**src/adc_ctrl_pkg.sv**
```systemverilog
// Purpose: shared constants and types for the triple video converter control
// Assumes: one sample clock, inputs synchronous to it
// Notes: dither counter is two bits, one step is half an lsb
package adc_ctrl_pkg;
	localparam int unsigned DATA_W        = 8;
	localparam int unsigned CHANNELS      = 3;
	localparam int unsigned DITHER_W      = 2;
	localparam int unsigned FRAME_DIV_W   = 1;
	localparam int unsigned PIPE_RISE     = 3;
	localparam int unsigned CH_GREEN      = 0;
	localparam int unsigned CH_RED        = 1;
	localparam int unsigned CH_BLUE       = 2;
	localparam logic [7:0]  CLAMP_LOW     = 8'h10;
	localparam logic [7:0]  CLAMP_MID     = 8'h40;
	localparam logic [7:0]  CLAMP_HALF    = 8'h80;
	localparam logic [1:0]  DITHER_RESET  = 2'h0;
	localparam logic [7:0]  CODE_MAX      = 8'hFF;
	typedef enum logic [1:0] {
		MODE_LOW,
		MODE_HIGH,
		MODE_OPEN
	} clamp_mode_t;
	typedef enum {
		CLAMP_INTEGRATE,
		CLAMP_CORRECT
	} clamp_phase_t;
endpackage

```
**src/chan_if.sv**
```systemverilog
// Purpose: per-channel signals between the control top and a channel
// Assumes: shared clock
// Notes: none
interface chan_if;
	import adc_ctrl_pkg::*;
	logic [7:0] sample;
	logic [7:0] clamp_ref;
	logic [1:0] dither;
	logic       integrate;
	logic       latch_sign;
	logic       sign;
	logic [7:0] code;
	modport top  (output sample, clamp_ref, dither, integrate, latch_sign,
		input sign, code);
	modport chan (input sample, clamp_ref, dither, integrate, latch_sign,
		output sign, code);
endinterface

```
**src/adc_channel.sv**
```systemverilog
// Purpose: one channel: sample pipeline, dither correction, clamp integrator
// Assumes: sample already carries the analog dither offset
// Notes: integrator is a signed accumulator
module adc_channel
	import adc_ctrl_pkg::*;
(
	input  wire logic clk_sys,
	input  wire logic resetn,
	input  wire logic clk_en,
	chan_if.chan      ch
);
	logic [7:0]  samp_neg;
	logic [7:0]  stage;
	logic [7:0]  code;
	logic [7:0]  next_code;
	logic [1:0]  dith_neg;
	logic [1:0]  dith_stage;
	logic [7:0]  stage_b;
	logic [1:0]  dith_b;
	logic signed [15:0] acc;
	logic signed [15:0] next_acc;
	logic        sign;
	logic        next_sign;

	// sample taken on the falling edge, output only on rising edges
	always_ff @(negedge clk_sys or negedge resetn) begin
		if (!resetn) begin
			samp_neg <= 8'h00;
			dith_neg <= 2'h0;
		end else if (clk_en) begin
			samp_neg <= ch.sample;
			dith_neg <= ch.dither;
		end
	end

	// whole lsb part of the half-lsb dither is subtracted; a zero input is held
	// at the range floor so each pattern state spans 00..FE or 01..FF
	always_comb begin
		next_code = stage_b - {7'h00, dith_b[1]};
		if (stage_b == 8'h00)
			next_code = {7'h00, ~dith_b[1]};
		next_acc = acc;
		next_sign = sign;
		if (ch.integrate)
			next_acc = acc + 16'(signed'({1'b0, ch.sample}))
				- 16'(signed'({1'b0, ch.clamp_ref}));
		if (ch.latch_sign) begin
			next_sign = acc[15];
			next_acc = 16'sh0000;
		end
	end

	// third rising edge after the falling sample: 2.5 cycles in total
	always_ff @(posedge clk_sys or negedge resetn) begin
		if (!resetn) begin
			stage      <= 8'h00;
			dith_stage <= 2'h0;
			stage_b    <= 8'h00;
			dith_b     <= 2'h0;
			code       <= 8'h00;
			acc        <= 16'sh0000;
			sign       <= 1'b0;
		end else if (clk_en) begin
			stage      <= samp_neg;
			dith_stage <= dith_neg;
			stage_b    <= stage;
			dith_b     <= dith_stage;
			code       <= next_code;
			acc        <= next_acc;
			sign       <= next_sign;
		end
	end

	assign ch.code = code;
	assign ch.sign = sign;
endmodule

```
**src/video_adc_dither_clamp_control.sv**
```systemverilog
// Purpose: common clocking, dither counter and clamp sequencing for three channels
// Assumes: sync inputs synchronous to clk_sys, sample words already digitised
// Notes: data pins are tri-state modelled as data plus active-low enable
// What this block does
// - all channels share clock and sync
// - sample on falling edge, outputs on rising
// - code appears 2.5 cycles after sampling
// - frame sync low stops and disables dither
// - dither counter counts once per line
// - counter reset every second frame sync
// - dither offset steps half an lsb
// - subtract whole-lsb offset from output code
// - correction by binary adder from counter
// - output range 00..FE or 01..FF
// - clamp-select picks per-channel clamp targets
// - integrate input minus reference while line high
// - latch integrator sign on line falling edge
// - sink or source correction while line low
// - output enable low drives, high floats outputs
module video_adc_dither_clamp_control
	import adc_ctrl_pkg::*;
(
	input  wire logic        clk_sys,
	input  wire logic        resetn,
	input  wire logic        clk_en,
	input  wire logic [7:0]  green_in,
	input  wire logic [7:0]  red_in,
	input  wire logic [7:0]  blue_in,
	input  wire logic        line_sync_in,
	input  wire logic        frame_sync_in,
	input  wire clamp_mode_t clamp_mode,
	input  wire logic        out_enable_n,
	output logic [7:0]       green_out,
	output logic [7:0]       red_out,
	output logic [7:0]       blue_out,
	output logic             data_oe_n,
	output logic [1:0]       dither_offset,
	output logic [2:0]       clamp_sink,
	output logic [2:0]       clamp_source
);
	logic [1:0]   dither_cnt;
	logic [1:0]   next_dither_cnt;
	logic         frame_div;
	logic         next_frame_div;
	logic         line_d;
	logic         next_line_d;
	logic         frame_d;
	logic         next_frame_d;
	logic         correcting;
	logic         line_rise;
	logic         line_fall;
	logic         frame_fall;
	clamp_phase_t phase;
	clamp_phase_t next_phase;
	logic [7:0]   ref_green;
	logic [7:0]   ref_chroma;
	logic [7:0]   samp [CHANNELS];
	logic [7:0]   codes [CHANNELS];
	logic [2:0]   signs;

	// edge detectors rest at the idle level of each pin, so a frame pin held
	// high through reset gives no false frame pulse on release
	assign line_rise  = line_sync_in & ~line_d;
	assign line_fall  = ~line_sync_in & line_d;
	assign frame_fall = ~frame_sync_in & frame_d;
	assign samp[CH_GREEN] = green_in;
	assign samp[CH_RED]   = red_in;
	assign samp[CH_BLUE]  = blue_in;

	always_comb begin
		next_line_d  = line_sync_in;
		next_frame_d = frame_sync_in;
	end

	always_ff @(posedge clk_sys or negedge resetn) begin
		if (!resetn) begin
			line_d  <= 1'b0;
			frame_d <= 1'b1;
		end else if (clk_en) begin
			line_d  <= next_line_d;
			frame_d <= next_frame_d;
		end
	end

	// a frame pulse takes priority over a line edge in the same cycle, so the
	// pattern restarts cleanly on every second frame boundary
	always_comb begin
		next_dither_cnt = dither_cnt;
		next_frame_div  = frame_div;
		if (frame_fall) begin
			next_frame_div = ~frame_div;
			if (frame_div) begin
				next_dither_cnt = DITHER_RESET;
			end
		end else if (frame_sync_in && line_rise) begin
			next_dither_cnt = dither_cnt + 2'h1;
		end
	end

	always_ff @(posedge clk_sys or negedge resetn) begin
		if (!resetn) begin
			dither_cnt <= DITHER_RESET;
			frame_div  <= 1'b0;
		end else if (clk_en) begin
			dither_cnt <= next_dither_cnt;
			frame_div  <= next_frame_div;
		end
	end

	// correction runs from the line falling edge until line sync rises again
	always_comb begin
		next_phase = phase;
		case (phase)
			CLAMP_INTEGRATE: begin
				if (line_fall) begin
					next_phase = CLAMP_CORRECT;
				end
			end
			CLAMP_CORRECT: begin
				if (line_sync_in) begin
					next_phase = CLAMP_INTEGRATE;
				end
			end
			default: begin
				next_phase = CLAMP_INTEGRATE;
			end
		endcase
	end

	always_ff @(posedge clk_sys or negedge resetn) begin
		if (!resetn) begin
			phase <= CLAMP_INTEGRATE;
		end else if (clk_en) begin
			phase <= next_phase;
		end
	end

	// counter value is the offset in half-lsb units; zero while dither is off
	assign dither_offset = frame_sync_in ? dither_cnt : 2'h0;

	// the unused fourth select code falls back to the all-low setting
	always_comb begin
		case (clamp_mode)
			MODE_LOW: begin
				ref_green  = CLAMP_LOW;
				ref_chroma = CLAMP_LOW;
			end
			MODE_HIGH: begin
				ref_green  = CLAMP_LOW;
				ref_chroma = CLAMP_HALF;
			end
			MODE_OPEN: begin
				ref_green  = CLAMP_MID;
				ref_chroma = CLAMP_HALF;
			end
			default: begin
				ref_green  = CLAMP_LOW;
				ref_chroma = CLAMP_LOW;
			end
		endcase
	end

	// one shared clock and sync for every channel
	for (genvar i = 0; i < CHANNELS; i++) begin : g_ch
		chan_if cif ();
		assign cif.sample     = samp[i];
		assign cif.clamp_ref  = (i == CH_GREEN) ? ref_green : ref_chroma;
		assign cif.dither     = dither_offset;
		assign cif.integrate  = line_sync_in;
		assign cif.latch_sign = line_fall;
		assign codes[i]       = cif.code;
		assign signs[i]       = cif.sign;
		adc_channel u_ch (
			.clk_sys (clk_sys),
			.resetn  (resetn),
			.clk_en  (clk_en),
			.ch      (cif.chan)
		);
	end

	// negative sign means input below reference, so source current to raise it
	assign correcting = (phase == CLAMP_CORRECT) && !line_sync_in;

	always_comb begin
		for (int c = 0; c < CHANNELS; c++) begin
			clamp_source[c] = correcting & signs[c];
			clamp_sink[c]   = correcting & ~signs[c];
		end
	end

	assign green_out = codes[CH_GREEN];
	assign red_out   = codes[CH_RED];
	assign blue_out  = codes[CH_BLUE];
	assign data_oe_n = out_enable_n;
endmodule

```
**config.mk**
```make
export PLATFORM = sky130hd
export DESIGN_NAME = video_adc_dither_clamp_control
export DESIGN_NICKNAME = d
export VERILOG_FILES = /design/src/adc_ctrl_pkg.sv /design/src/chan_if.sv /design/src/adc_channel.sv /design/src/video_adc_dither_clamp_control.sv
export SDC_FILE = /design/constraint.sdc
export NUM_CORES = 1
export LEC_CHECK = 0
export BUFFER_PORTS_ARGS = -buffer_cell sky130_fd_sc_hd__buf_2
export CAP_MARGIN = 10
export CORE_UTILIZATION = 37
export DETAILED_ROUTE_END_ITERATION = 10
export SLEW_MARGIN = 20
export SYNTH_ARGS = -nofsm -noshare
export SYNTH_HDL_FRONTEND = slang
export SYNTH_SLANG_ARGS = --single-unit
```
**constraint.sdc**
```tcl
create_clock -name clk_sys -period 3.1 [get_ports clk_sys]
set_input_delay 0.465 -clock clk_sys [delete_from_list [all_inputs] [get_ports clk_sys]]
set_output_delay 0.465 -clock clk_sys [all_outputs]
set_load 0.02 [all_outputs]
```
==> results.md <==
* Wirelength, routed at ~17000 um
* Critical Path Start Type: input pin
* Syn Area/Cell at 9.855 um^2
* Crit path DAT at 3180 ps
* Clock skew at about 28 ps
* DIE HEIGHT at ~160 um
* IO Count at 65
* Ant. Diodes at 0
* Hold path startpoint: frame_sync_in
* Post-Syn Area at around 8900 um^2
* Iteration-0 DRC Markers at 215
* WP data required at 3400 ps
* Crit path to: g_ch[2].u_ch.acc[14]
* Status: finished clean
* Clk sinks at 156
* CTS tree: built
* Crit. Startpoint: clamp_mode[1]
* Fin. Hold Viols at 0
* FF-to-FF Start: g_ch[0].u_ch.acc[3]
* First-pass GRT wire length at 29960 um
* Largest net degree at the start of global routing at just under 50
* Clk pin slew, worst setup/hold paths at roughly 60 ps
* Unrepaired setup endpoints after global routing: false
* Crit-path cells: buf_2, ha_1, xor2_1, ha_1, ha_4, a2111o_1, o221a_1, or4_1, a31oi_1, xor2_1, o21ai_1
* Post-Syn Nets at 1012
* Placer congestion estimate at 0.8340
* Power per cell area at ~970 nW/um^2
* Worst reg-to-reg path cell count at 11
* DRC at 0
* Initial core utilization at 0.3793
* # rows at 56
* Pins Over Slew Limit at 0
* Clock tree buffer depth at 2
* Crit. End Element: register
* Design area at roughly 11000 um^2
* Max Clk Rate at about 350 MHz
* Avg WL per Cell at 12.84 um
* Worst Tran Pin Value at 652.4 ps
* Total gr overflow at 0
* Final min period at 2878 ps
* DP Area at 10010 um^2
* Vias in the first global route at 6124
* Routed Antenna Nets at 0
* Worst r2r dst: g_ch[0].u_ch.acc[10]
* Setup Viol. Count Final at 0
* Port bufs at 62
* Ranking of synthesized cells by area: dfrtp_1, ha_1, mux2_2
* Main flop type after synthesis: dfrtp_1
* CTS H-tree depth at 4
* Max FO, Critical Path at 3
* Post-synth EDFFs at 0
* Area growth, synth to finish at 18.88%
* Critical Path Max Stage Delay at 410 ps
* Die ar. at 24760 um^2
* Crit-path slowest cell: or4_1
* R2R setup slack at 430 ps
* Initial antenna violation count at 1
* Cell taking the most area after synthesis: dfrtp_1
* Detailed placement HPWL at 12910 um
* Count of cell types in the netlist at 52
* Pwr Total at 10.27 mW
* Seq/Total Area, Yosys at 0.4374
* Core Util, Final at 0.4508
* Pre-antenna DRT Iters at 6
* Ys Warns at 0
* Multi-input logic area at 4523 um^2
* Root Buffer: clkbuf_16
* Synthesized instance count at 906
* GRT Overall Usage at 0.1525
* CP Class: in2reg
* Post-synth ARST share at 1.000
* Post-synthesis register bit count at ~160
* Vias at 6456
* Final cycle utilization of the critical path at 0.9284
* Width of the die at 157.3 um
* Fin nets at 1119
* Top-area cell type share of the netlist area at 0.3643
* Hold WS at 343.7 ps
* Max-slew headroom at 0.5651
* # Max-Cap Violations at 0
* CTS buffer count at 17
* Share of cells above drive strength 1 at 0.2222
* VDD IR max at ~0.43 mV
* Worst Hold Class: in2reg
* Lkg Pwr at about 5.1 nW
* Clk_lat worst skew at between 400 and 500 ps
* FF/Latch Area at 3905 um^2
* Core area at 23540 um^2
* Fill count at 2250
* Vias per inst at approximately 4.8
## metrics by stage
stage	TNS (ps)	worst slack, ps	cells
finish	0	221.9	1345
global route	0	95.67	1345
CTS	0	178.7	1345
detailed placement	-1470	-276.6	1312
global placement	-930.8	-207.2	1312
floorplan	-738.0	-29.58	906
## metal layers
| layer | vias to the layer above | wire length (um) | GRT usage | share of wire |
|---|---|---|---|---|
| met5 | - | 13 | 0 | 0.00075 |
| met4 | 2 | 238 | 0.04901 | 0.014 |
| met3 | 24 | 472 | 0.03717 | 0.027 |
| met2 | 80 | 8009 | 0.2368 | 0.46 |
| met1 | 3020 | 8537 | 0.2076 | 0.49 |
| li1 | 3330 | - | - | - |
## cell usage after synthesis, types with 2 or more instances
cell      number
o21ai_0       76
o41ai_1        3
o22ai_1       10
clkbuf_1      24
ha_1          74
a21boi_0       2
nor3_1         8
nand2_1       87
dfrtp_1      130
a21o_1        16
nor3b_1        4
a211oi_1       3
a21oi_1       42
or3_1          3
buf_1          2
a32o_1         4
nand3b_1       3
nor2b_1        4
a211o_1        2
a31oi_1        5
xor2_1        35
o21bai_1       8
nand2b_1      17
o31ai_1        5
a22o_1         6
xnor2_1       22
dfrtn_1       25
and2_1         7
or4_1          2
nand4_1        2
nor2_1        39
o211ai_1       4
o31a_1         2
nor4_1         7
mux2i_1        4
nand3_1        7
inv_1        113
o21a_1         8
mux2_2        78
## what timing repair did
action	in CTS	in global routing
endpoints found under the setup margin	0	1
gates resized for setup	0	1
buffers inserted	0	0
hold endpoints to repair	13	0
hold buffers	1	0
## area by class of cell
cell class | instances | area share
Timing Repair Buffer | 115 | 0.07250
Multi-Input combinational cell | 610 | 0.4261
Inverter | 113 | 0.03996
Tap cell | 319 | 0.03760
Sequential cell | 156 | 0.3679
Clock inverter | 12 | 0.01285
Clock buffer | 20 | 0.04303
## cell usage in the layout (no fill, tap or decap), drive strengths merged, types with 8 or more instances in the layout
cell type  netlist  routed
nor2            39      39
clkbuf          24      20
nand2           87      87
dfrtp          130     130
xnor2           22      22
buf              3     114
dfrtn           25      25
ha              74      74
mux2            78      78
nand2b          17      17
o21a             8       8
inv            113     116
o21ai           77      77
o22ai           10      10
a21oi           42      42
nor3             8       8
a21o            16      16
xor2            35      35
o21bai           8       8
## state kept, by name (all words and copies together) (netlist names), 2 cells and up
name,flops
g_ch.u_ch.ch.sign,3
g_ch.u_ch.ch.code,24
g_ch.u_ch.stage,24
g_ch.u_ch.stage_b,24
g_ch.u_ch.samp_neg,24
g_ch.u_ch.acc,48
dither_cnt,2
## cells by family after synthesis
family,synth area share
AOI/OAI and AO/OA,0.1396
xor gates and xnor gates,0.05591
adders and majority gates,0.1037
buffers and inverters,0.05928
DFF,0.4374
muxes,0.1029
and+or+nand+nor,0.1013
## report_power, final
part / total (mW) / switching, mW / leakage [nW] / internal [mW]
Clock: 2.10 / 0.863 / 0.279 / 1.23
Sequential: 2.96 / 0.369 / 1.89 / 2.59
Combinational: 5.21 / 2.69 / 2.92 / 2.52
Total: 10.3 / 3.92 / 5.09 / 6.35
## worst max-delay path: cells and delay by family
| family | cells | cell delay, ps |
|---|---|---|
| compound gates | 4 | 920 |
| xor+xnor | 2 | 360 |
| fa+ha+maj | 3 | 910 |
| buf+inv | 1 | 110 |
| simple gates | 1 | 410 |
## worst min path at each step
stage	end	cells after the start
after floorplan	dither_cnt[0]	0
after global placement	g_ch[0].u_ch.stage_b[6]	1
after detailed placement	g_ch[0].u_ch.stage_b[4]	1
after CTS	frame_d	2
after global routing	frame_d	2
final	frame_d	2
(Power assumes the default switching activity.)
